### config.mk
export PLATFORM = sky130hd
export DESIGN_NAME = rcs_control_status_page
export DESIGN_NICKNAME = d
export VERILOG_FILES = /design/src/logic/rcs_pkg.sv /design/src/logic/rcs_control_status_page.sv
export SDC_FILE = /design/constraint.sdc
export NUM_CORES = 1
export LEC_CHECK = 0
export ABC_AREA = 0
export BUFFER_PORTS_ARGS = -buffer_cell sky130_fd_sc_hd__buf_2
export CAP_MARGIN = 15
export CORE_MARGIN = 2
export CORE_UTILIZATION = 40
export DETAILED_ROUTE_END_ITERATION = 16
export GPL_TIMING_DRIVEN = 0
export PLACE_DENSITY = 0.75
export SYNTH_ARGS = -nofsm -noshare
export SYNTH_HDL_FRONTEND = slang
export SYNTH_SLANG_ARGS = --single-unit
export TNS_END_PERCENT = 100
### constraint.sdc
create_clock -name aclk -period 1.4 [get_ports aclk]
set_input_delay 0.28 -clock aclk [delete_from_list [all_inputs] [get_ports aclk]]
set_output_delay 0.28 -clock aclk [all_outputs]
set_load 0.05 [all_outputs]
### src/logic/rcs_pkg.sv
`default_nettype none
package rcs_pkg;

    // =========================================================
    // Register indices; the byte address is four times the index.
    localparam logic [7:0] RCS_IDX_CONTROL   = 8'h09;
    localparam logic [7:0] RCS_IDX_ERROR     = 8'h0A;
    localparam logic [7:0] RCS_IDX_COLLISION = 8'h0B;
    localparam logic [7:0] RCS_IDX_TIMER     = 8'h0C;
    localparam int         RCS_ADDR_W        = 8;
    localparam int         RCS_WORD_LSB      = 2;

    // =========================================================
    // Control register fields.
    localparam int RCS_CTL_STANDBY = 5;
    localparam int RCS_CTL_SLEEP   = 4;
    localparam int RCS_CTL_CIPHER  = 3;
    localparam int RCS_CTL_TSTOP   = 2;
    localparam int RCS_CTL_TSTART  = 1;
    localparam int RCS_CTL_FLUSH   = 0;

    // =========================================================
    // Error register fields and reset values.
    localparam int RCS_ERR_KEY    = 6;
    localparam int RCS_ERR_RIGHTS = 5;
    localparam int RCS_ERR_OVFL   = 4;
    localparam int RCS_ERR_CRC    = 3;
    localparam int RCS_ERR_SOF    = 2;
    localparam int RCS_ERR_PARITY = 1;
    localparam int RCS_ERR_COLL   = 0;
    localparam int RCS_ERR_BITS   = 7;

    localparam logic [7:0] RCS_CTL_RESET  = 8'h00;
    localparam logic [6:0] RCS_ERR_RESET  = 7'h40;
    localparam logic [7:0] RCS_COLL_RESET = 8'h00;
    localparam logic [7:0] RCS_TMR_RESET  = 8'h00;

    localparam logic [1:0] RCS_RESP_OKAY   = 2'h0;
    localparam logic [1:0] RCS_RESP_DECERR = 2'h3;

    // =========================================================
    // Events from the receiver, FIFO, EEPROM and key logic.
    typedef struct packed {
        logic       key_load_start;
        logic       key_format_bad;
        logic       eeprom_cmd_start;
        logic       eeprom_rights_bad;
        logic       queue_write_full;
        logic       receiver_prepare_state;
        logic       rx_checksum_enable;
        logic       checksum_bad;
        logic       start_frame_bad;
        logic       parity_bad;
        logic       collision_seen;
        logic [7:0] collision_bit_pos;
        logic       protocol_type_b;
        logic       auth_second_step_done;
    } rcs_events_t;

endpackage
`default_nettype wire

### src/logic/rcs_control_status_page.sv
// Overview of operation
// Writing 1 to control bit 5 enters standby; clock keeps running.
// Writing 1 to control bit 4 enters power-down; clock also stops.
// Cipher flag sets only on successful second authentication step, never by write.
// Cipher flag high routes card traffic through cipher; low means plain traffic.
// Control bit 2 written 1 stops the timer; reads back 0.
// Control bit 1 written 1 starts the timer; reads back 0.
// Control bit 0 written 1 flushes FIFO, clears overflow; reads back 0.
// Control register at index 09h, resets to 00h, bits 7:6 reserved.
// Error register at index 0Ah is read-only, resets to 40h.
// Key format error clears at key load start, sets on bad key encoding.
// EEPROM rights error clears at EEPROM command start, sets on violation.
// Overflow flag sets when anyone writes into a full FIFO.
// Checksum error sets when receive checksum enabled and check fails.
// Start-of-frame error sets on wrong start-of-frame pattern.
// Parity error sets when receive parity check fails.
// Collision flag sets on bit collision; meaningful for type A only.
// Checksum, framing, parity, collision flags clear in receiver prepare state.
// Collision position at 0Bh resets 00h, holds first collision bit position.
// Collision position not updated under type B protocol.
// Timer count at 0Ch shows the live timer count.
// Timer flag rises when count decrements to zero, low while above zero.
// Host writes zero to bits 7:6, never standby and power-down together.
//
// Our own choice: the AXI4-Lite slave port.
`default_nettype none
module rcs_control_status_page
    import rcs_pkg::*;
#(
    parameter int TIMER_WIDTH = 8
) (
    // Clock and reset.
    input  wire logic                   aclk,
    input  wire logic                   aresetn,
    // AXI4-Lite write channels.
    input  wire logic [RCS_ADDR_W-1:0]  s_axi_awaddr,
    input  wire logic                   s_axi_awvalid,
    output logic                        s_axi_awready,
    input  wire logic [31:0]            s_axi_wdata,
    input  wire logic [3:0]             s_axi_wstrb,
    input  wire logic                   s_axi_wvalid,
    output logic                        s_axi_wready,
    output logic [1:0]                  s_axi_bresp,
    output logic                        s_axi_bvalid,
    input  wire logic                   s_axi_bready,
    // AXI4-Lite read channels.
    input  wire logic [RCS_ADDR_W-1:0]  s_axi_araddr,
    input  wire logic                   s_axi_arvalid,
    output logic                        s_axi_arready,
    output logic [31:0]                 s_axi_rdata,
    output logic [1:0]                  s_axi_rresp,
    output logic                        s_axi_rvalid,
    input  wire logic                   s_axi_rready,
    // Status events from the rest of the reader.
    input  wire rcs_events_t            events,
    input  wire logic                   timer_tick,
    input  wire logic [TIMER_WIDTH-1:0] timer_reload,
    // Control outputs.
    output logic                        standby_request,
    output logic                        deep_sleep_request,
    output logic                        cipher_active,
    output logic                        queue_flush_strobe,
    output logic                        timer_start_strobe,
    output logic                        timer_stop_strobe,
    output logic                        timer_running,
    output logic                        timer_irq_flag,
    output logic [TIMER_WIDTH-1:0]      timer_count
);

    // =========================================================
    // Elaboration check.
    if (TIMER_WIDTH < 1 || TIMER_WIDTH > 8) begin : g_bad_width
        $error("TIMER_WIDTH must lie between 1 and 8");
    end

    function automatic logic reg_hit(input logic [RCS_ADDR_W-1:0] addr,
                                     input logic [7:0] idx);
        reg_hit = (addr[RCS_WORD_LSB-1:0] == '0) &&
                  (8'(addr >> RCS_WORD_LSB) == idx);
    endfunction

    // =========================================================
    // Write path: address and data are held until both are in.
    logic                  aw_full;
    logic                  w_full;
    logic [RCS_ADDR_W-1:0] aw_addr;
    logic [7:0]            w_byte;
    logic                  w_lane0;

    wire wr_fire = aw_full && w_full && !s_axi_bvalid;
    wire wr_map  = reg_hit(aw_addr, RCS_IDX_CONTROL) || reg_hit(aw_addr, RCS_IDX_ERROR)
                || reg_hit(aw_addr, RCS_IDX_COLLISION) || reg_hit(aw_addr, RCS_IDX_TIMER);
    wire wr_ctl  = wr_fire && w_lane0 && reg_hit(aw_addr, RCS_IDX_CONTROL);

    assign s_axi_awready = !aw_full;
    assign s_axi_wready  = !w_full;

    always_ff @(posedge aclk) begin
        if (!aresetn) begin
            aw_full      <= 1'b0;
            w_full       <= 1'b0;
            aw_addr      <= '0;
            w_byte       <= 8'h00;
            w_lane0      <= 1'b0;
            s_axi_bvalid <= 1'b0;
            s_axi_bresp  <= RCS_RESP_OKAY;
        end else begin
            if (s_axi_awvalid && !aw_full) begin
                aw_full <= 1'b1;
                aw_addr <= s_axi_awaddr;
            end else if (wr_fire) begin
                aw_full <= 1'b0;
            end
            if (s_axi_wvalid && !w_full) begin
                w_full  <= 1'b1;
                w_byte  <= s_axi_wdata[7:0];
                w_lane0 <= s_axi_wstrb[0];
            end else if (wr_fire) begin
                w_full <= 1'b0;
            end
            if (wr_fire) begin
                s_axi_bvalid <= 1'b1;
                s_axi_bresp  <= wr_map ? RCS_RESP_OKAY : RCS_RESP_DECERR;
            end else if (s_axi_bready) begin
                s_axi_bvalid <= 1'b0;
            end
        end
    end

    // =========================================================
    // Control register. Strobes last one cycle and are never stored.
    wire next_cipher_set = events.auth_second_step_done;
    wire next_cipher_clr = wr_ctl && !w_byte[RCS_CTL_CIPHER];

    always_ff @(posedge aclk) begin
        if (!aresetn) begin
            standby_request    <= RCS_CTL_RESET[RCS_CTL_STANDBY];
            deep_sleep_request <= RCS_CTL_RESET[RCS_CTL_SLEEP];
            cipher_active      <= RCS_CTL_RESET[RCS_CTL_CIPHER];
            queue_flush_strobe <= 1'b0;
            timer_start_strobe <= 1'b0;
            timer_stop_strobe  <= 1'b0;
        end else begin
            if (wr_ctl) begin
                standby_request    <= w_byte[RCS_CTL_STANDBY];
                deep_sleep_request <= w_byte[RCS_CTL_SLEEP];
            end
            // A completing authentication wins over a clearing write.
            if (next_cipher_set)
                cipher_active <= 1'b1;
            else if (next_cipher_clr)
                cipher_active <= 1'b0;
            queue_flush_strobe <= wr_ctl && w_byte[RCS_CTL_FLUSH];
            timer_start_strobe <= wr_ctl && w_byte[RCS_CTL_TSTART];
            timer_stop_strobe  <= wr_ctl && w_byte[RCS_CTL_TSTOP];
        end
    end

    // =========================================================
    // Error flags: each bit has a set and a clear event; set wins.
    logic [RCS_ERR_BITS-1:0] err;
    logic [RCS_ERR_BITS-1:0] err_set;
    logic [RCS_ERR_BITS-1:0] err_clr;

    assign err_set[RCS_ERR_KEY]    = events.key_format_bad;
    assign err_set[RCS_ERR_RIGHTS] = events.eeprom_rights_bad;
    assign err_set[RCS_ERR_OVFL]   = events.queue_write_full;
    assign err_set[RCS_ERR_CRC]    = events.rx_checksum_enable && events.checksum_bad;
    assign err_set[RCS_ERR_SOF]    = events.start_frame_bad;
    assign err_set[RCS_ERR_PARITY] = events.parity_bad;
    assign err_set[RCS_ERR_COLL]   = events.collision_seen;

    assign err_clr[RCS_ERR_KEY]    = events.key_load_start;
    assign err_clr[RCS_ERR_RIGHTS] = events.eeprom_cmd_start;
    assign err_clr[RCS_ERR_OVFL]   = queue_flush_strobe;
    assign err_clr[RCS_ERR_CRC]    = events.receiver_prepare_state;
    assign err_clr[RCS_ERR_SOF]    = events.receiver_prepare_state;
    assign err_clr[RCS_ERR_PARITY] = events.receiver_prepare_state;
    assign err_clr[RCS_ERR_COLL]   = events.receiver_prepare_state;

    for (genvar i = 0; i < RCS_ERR_BITS; i++) begin : g_err
        always_ff @(posedge aclk) begin
            if (!aresetn)
                err[i] <= RCS_ERR_RESET[i];
            else if (err_set[i])
                err[i] <= 1'b1;
            else if (err_clr[i])
                err[i] <= 1'b0;
        end
    end

    // =========================================================
    // Collision position: only the first collision of a frame counts.
    logic [7:0] coll_pos;
    wire coll_first = events.collision_seen && !events.protocol_type_b
                   && (!err[RCS_ERR_COLL] || events.receiver_prepare_state);

    always_ff @(posedge aclk) begin
        if (!aresetn)
            coll_pos <= RCS_COLL_RESET;
        else if (coll_first)
            coll_pos <= events.collision_bit_pos;
    end

    // =========================================================
    // Down-counting timer. A reload of zero ends at once with the flag up.
    wire tmr_last = timer_running && timer_tick && (timer_count == TIMER_WIDTH'(1));

    always_ff @(posedge aclk) begin
        if (!aresetn) begin
            timer_count    <= TIMER_WIDTH'(RCS_TMR_RESET);
            timer_running  <= 1'b0;
            timer_irq_flag <= 1'b0;
        end else if (timer_start_strobe) begin
            timer_count    <= timer_reload;
            timer_running  <= timer_reload != '0;
            timer_irq_flag <= timer_reload == '0;
        end else if (timer_stop_strobe) begin
            timer_running <= 1'b0;
        end else if (timer_running && timer_tick) begin
            timer_count <= timer_count - TIMER_WIDTH'(1);
            if (tmr_last) begin
                timer_running  <= 1'b0;
                timer_irq_flag <= 1'b1;
            end
        end
    end

    // =========================================================
    // Read path. Strobe bits and reserved bits read as zero.
    wire [7:0] rd_ctl = {2'b00, standby_request, deep_sleep_request,
                         cipher_active, 3'b000};
    wire rd_h_ctl  = reg_hit(s_axi_araddr, RCS_IDX_CONTROL);
    wire rd_h_err  = reg_hit(s_axi_araddr, RCS_IDX_ERROR);
    wire rd_h_coll = reg_hit(s_axi_araddr, RCS_IDX_COLLISION);
    wire rd_h_tmr  = reg_hit(s_axi_araddr, RCS_IDX_TIMER);
    wire rd_map    = rd_h_ctl || rd_h_err || rd_h_coll || rd_h_tmr;
    wire [7:0] rd_byte = rd_h_ctl  ? rd_ctl
                       : rd_h_err  ? {1'b0, err}
                       : rd_h_coll ? coll_pos
                       : rd_h_tmr  ? 8'(timer_count)
                       : 8'h00;

    assign s_axi_arready = !s_axi_rvalid;

    always_ff @(posedge aclk) begin
        if (!aresetn) begin
            s_axi_rvalid <= 1'b0;
            s_axi_rdata  <= 32'h0000_0000;
            s_axi_rresp  <= RCS_RESP_OKAY;
        end else if (s_axi_arvalid && !s_axi_rvalid) begin
            s_axi_rvalid <= 1'b1;
            s_axi_rdata  <= {24'h00_0000, rd_byte};
            s_axi_rresp  <= rd_map ? RCS_RESP_OKAY : RCS_RESP_DECERR;
        end else if (s_axi_rready) begin
            s_axi_rvalid <= 1'b0;
        end
    end

    // Helper for the readback check: remembers the address class of the read.
    logic rd_q_ctl;
    always_ff @(posedge aclk) begin
        if (!aresetn)
            rd_q_ctl <= 1'b0;
        else if (s_axi_arvalid && !s_axi_rvalid)
            rd_q_ctl <= rd_h_ctl;
    end
endmodule
`default_nettype wire

==> results.ini, run 1 <==
[floorplanning]
core_sq_um = 6794
initial_core_util_pct = 41.44
ioPinCount = 146
dieArea_sq_um = 7725
rows = 30
die_y_um = 87.89
fp.dieW_um = 87.89

[synth]
synth_edf_count = 0
syn_area_per_cell_sq_um = 9.608
syn_inst = 293
seq_area_frac_synth_pct = 42.67
ys_async_sr_fraction_pct = 0
synth_seq_cells = 60
ys.flop_type = dfxtp_1
syn-cell-area_sq_um = 2815
ys_warn_count = 0
netlist-cell-type-count = 42

[layout]
area_delta_synth_final_pct = 35.91
nNetsFinal = 516
n_fill_cell = 627
insertedDiodeCount = 0
drive_gt1_share_pct = 39.39
finalCoreUtilization_pct = 56.32
layout_common_cells = buf_2, dfxtp_1, nor2b_1
final_common_cell = buf_2

[clocking]
clk_path_buf_depth = 2
cts_sinks = 60
cts_buffers = 9
clk_pin_slew_worst_paths_ns = 0.07
cts-root-buf = clkbuf_8
htreeDepth = 3
clkLatencyLatePin_ns = 0.34
hold_buffers = 0
tritoncts = yes

[status]
violations = setup timing
outcome = complete, but fails checks

[sta]
fin_crit_sh_pct = 108.7
fmax_mhz = 656.9
slew_viol_final = 0
final_critical_path_setup_slack_ns = -0.1224
finalCriticalPeriod_ns = 1.522
worst_hold_slack_ns = 0.1429
slew_headroom_pct = 41.28
setup_tns_ns = -0.3856
setup_violations = 4
finalClockSkew_ns = 0.006564
hold_viol_final = 0
worstMarginPinSlew_ns = 0.8790
rsz0062_at_grt = true

[pwr]
irDropWorstVdd_v = 0.0007830
p_leak_uw = 0.001767
power_density_nw_per_um2 = 1047
power_uw = 4005

[critical_path]
r2r_start = timer_count[2]
crit_start = timer_count[2]
cp-end-kind = flop
arrival_ns = 1.74
crit_family = simple AND/OR/NAND/NOR gates
slowest_delay_ns = 0.55
cp_slowest_cell = or4_4
crit_type = flop to flop
worstPathRequired_ns = 1.62
crit_path_start_kind = flop
crit_fanout = 3
cp_num_buf_inv = 1
cp_cell_sequence = or4_4 -> buf_6 -> nor4_4 -> xnor2_1 -> a21oi_1

[global_route]
grt.total_usage_pct = 18.40
gr-total-overflow = 0
antenna_found_initial = 0
grt_pass1_wl_um = 10730
grt_max_degree = 11
grt_pass1_vias = 2325

[drt]
dr.pass1.iters = 5
drt-vias-per-instance = 4.621
wirelength_um = 7109
drc = 0
post_drt_wl_per_cell_um = 13.54
drt_iter0_drc = 83
antenna_left = 0
vias = 2426

[placement]
dp_hpwl_um = 5280
dp_worst_setup_slack_ns = -0.3654
port_buffers = 92
gp_routability_congestion = 0.8545

[hold_path]
hold_start = events[19]
hold_class = primary input to flop

[job]
maxCapViolCount = 0

-- area by class of cell --
cell class | instances | area, sq um | area share [%]
buffer | 38 | 249.0 | 6.508
inverter | 6 | 22.52 | 0.5886
multi-input combinational | 212 | 1504 | 39.31
clock buffer | 13 | 158.9 | 4.153
timing repair buffer | 98 | 514.2 | 13.44
tap | 96 | 120.1 | 3.139
clock inverter | 2 | 35.03 | 0.9156
sequential | 60 | 1222 | 31.95
-- worst register-to-register path, stage by stage (launching register included) --
cell,delay [ns]
dfxtp_4,0.35
or4_4,0.55
buf_6,0.15
nor4_4,0.13
xnor2_1,0.14
a21oi_1,0.08
-- sequential cells by signal, indices dropped and copies added, names as in the netlist, 6 cells and up --
name         count
timer_count      8
err              7
w_byte           6
coll_pos         8
s_axi_rdata      8
aw_addr          8
-- what timing repair did --
item | CTS | global route
endpoints found under the hold margin | 0 | 0
pin swaps | 12 | 6
resized for setup | 10 | 11
setup endpoints to repair | 11 | 26
buffers inserted | 3 | 3
-- report_power, final --
| part | leakage, uW | switching (uW) | internal, uW |
|---|---|---|---|
| combinational | 0.00117 | 403 | 251 |
| clock | 0.0000995 | 629 | 908 |
| sequential | 0.000497 | 43.0 | 1770 |
-- worst paths after layout --
kind | end | slack, ns | cells after the start
worst min-delay path | err[6] | 0.14 | 2
worst max register to register | timer_count[7] | -0.12 | 5
worst min register to register | timer_stop_strobe | 0.47 | 1
worst max-delay path | timer_count[7] | -0.12 | 5
-- metal layers --
layer,track usage [%],share of wire (%),vias to the layer above
met5,0,0,-
met4,7.832,1.7,0
met2,31.27,49,88
met3,6.126,7.5,11
li1,-,-,1223
met1,21.15,42,1104
-- cell families after synthesis --
group / after synthesis / share of synthesized area (%)
AO/OA/AOI/OAI: 49 / 11.20
XOR/XNOR: 9 / 2.800
adder cells (fa/ha/maj): 2 / 0.8887
buffers and inverters: 44 / 9.422
flip-flops: 60 / 42.67
multiplexers: 34 / 12.09
other: 1 / 0.1332
AND/OR/NAND/NOR: 94 / 20.80
-- through the flow --
| step | cell area (sq um) | instances |
|---|---|---|
| after floorplan | 2925 | 316 |
| after global placement | 3506 | 504 |
| after detailed placement | 3506 | 504 |
| after CTS | 3757 | 522 |
| after global routing | 3826 | 525 |
| final | 3826 | 525 |
-- synth_stat cells (all sizes together) (4+ instances only) --
master,n,area share (%)
xnor2,8,2.5
nand2,13,1.7
nand2b,5,1.1
inv,6,0.80
dfxtp,60,43
clkbuf,10,1.3
and3,4,0.89
o21a,5,1.3
nor2b,35,7.8
o21ai,19,3.4
nor3,4,0.71
a22o,8,2.5
nor2,10,1.3
mux2i,34,12
buf,28,7.3
a21oi,7,1.2
No activity file was read; power rests on OpenSTA's default activity.
==> run 2: changes to the inputs <==
Settings changed: CORE_MARGIN 2 to not set.
==> run 2 against run 1 <==
  * The run still ends with setup timing left
  * Via count up 1.1%
  * Flip-flop and latch count unchanged
  * Clock skew down 0.0013 ns
  * Sequential share of layout area down 0.23 points
  * Register-to-register slack better by 0.02 ns
  * Worst setup slack better by 0.016 ns
  * Routed wire length down 1.6%
  * Hold slack better by 0.014 ns
  * Critical path type unchanged
  * Critical endpoint is now timer_running
  * Largest power group unchanged
==> results.ini, run 2 (synthesized netlist as in run 1, its figures left out) <==
[clocking]
tritoncts = yes
cts-root-buf = clkbuf_8
cts_sinks = 60
cts_buffers = 9
htreeDepth = 3
clk_pin_slew_worst_paths_ns = 0.07
clk_path_buf_depth = 2
clkLatencyLatePin_ns = 0.33
hold_buffers = 0

[drt]
post_drt_wl_per_cell_um = 13.18
antenna_left = 0
drt-vias-per-instance = 4.620
vias = 2453
drc = 0
drt_iter0_drc = 93
wirelength_um = 6998
dr.pass1.iters = 4

[layout]
drive_gt1_share_pct = 41.15
layout_common_cells = buf_2, dfxtp_1, buf_4
nNetsFinal = 521
final_cells = 531
n_fill_cell = 638
area_delta_synth_final_pct = 38.00
insertedDiodeCount = 0
final_common_cell = buf_2

[global_route]
grt_max_degree = 11
grt_pass1_wl_um = 10710
antenna_found_initial = 0
grt_pass1_vias = 2209
grt.total_usage_pct = 19.14
gr-total-overflow = 0

[sta]
finalCriticalPeriod_ns = 1.506
fin_crit_sh_pct = 107.6
worstMarginPinSlew_ns = 0.6028
rsz0062_at_grt = true
setup_violations = 4
slew_viol_final = 0
hold_viol_final = 0
final_critical_path_setup_slack_ns = -0.1063
finalClockSkew_ns = 0.005222
fmax_mhz = 663.9
slew_headroom_pct = 59.82

[status]
outcome = complete, but fails checks
violations = setup timing

[critical_path]
crit_path_start_kind = flop
crit_type = flop to flop
worstPathRequired_ns = 1.62
arrival_ns = 1.73
crit_fanout = 4
cp-end-kind = flop

[pwr]
irDropWorstVdd_v = 0.0006092
p_leak_uw = 0.001800
power_density_nw_per_um2 = 1041

[placement]
gp_routability_congestion = 0.8220
dp_hpwl_um = 5132
place_inst = 504
port_buffers = 92
dp_worst_setup_slack_ns = -0.3594

[floorplanning]
initial_core_util_pct = 41.44
fp.dieW_um = 85.89
core_sq_um = 6794
ioPinCount = 146
die_y_um = 85.89
rows = 30
dieArea_sq_um = 7377

[job]
maxCapViolCount = 0

[hold_path]
hold_class = primary input to flop

[run 2: cell types whose count changed in the layout (fill, tap and decap cells not counted), sizes merged]
cell and change:
buf +6, inv +1, clkbuf -2, clkinv +1
[run 2: stage by stage]
step / power [uW] / cell area [sq um] / hold slack (ns) / util [%] / TNS (ns)
detailed placement: 2491 / 3506 / 0.4583 / 51.60 / -2.754
floorplan: 2323 / 2925 / 0.3859 / - / -0.2335
global route: 4230 / 3885 / 0.1398 / 57.18 / -0.4934
CTS: 4080 / 3772 / 0.1227 / 55.52 / -0.1421
global placement: 2481 / 3506 / 0.4590 / 51.60 / -2.430
finish: 4044 / 3885 / 0.1567 / 57.18 / -0.2090
[run 2: final cells by class]
cell class | instances | area [sq um] | area share [%]
Tap cell | 96 | 120.1 | 3.092
Clock buffer | 12 | 155.1 | 3.994
Timing Repair Buffer | 103 | 545.5 | 14.04
Buffer | 38 | 247.7 | 6.377
Multi-Input combinational cell | 212 | 1510 | 38.87
Sequential cell | 60 | 1232 | 31.72
Clock inverter | 4 | 46.29 | 1.192
Inverter | 6 | 27.53 | 0.7085
[run 2: worst paths after layout]
| path | slack, ns | cells after the start | startpoint | endpoint |
|---|---|---|---|---|
| max | -0.11 | 4 | timer_count[2] | timer_running |
| min | 0.16 | 2 | events[16] | err[4] |
| max reg2reg | -0.11 | 4 | timer_count[2] | timer_running |
| min reg2reg | 0.47 | 1 | w_byte[1] | timer_start_strobe |
[run 2: where the power goes]
part | switching, uW | internal, uW
logic | 402 | 253
registers | 42.5 | 1770
clock network | 666 | 915
[run 2: per-layer routing]
layer / track usage [%] / part of all wire (%)
met5: 0 / 0
met4: 7.727 / 1.5
met3: 5.390 / 7.5
met2: 32.03 / 49
met1: 23.16 / 42
[run 2: critical path: stages, from the launching register on]
cell and delay, ns:
dfxtp_4 0.34, or4_4 0.57, or3_1 0.33, nand3_1 0.09, a21boi_1 0.05
[run 2: what timing repair did]
action,in CTS,in global routing
resized for setup,8,19
endpoints found under the setup margin,13,26
endpoints found under the hold margin,0,0
pin swaps,4,7
buffers inserted,4,7
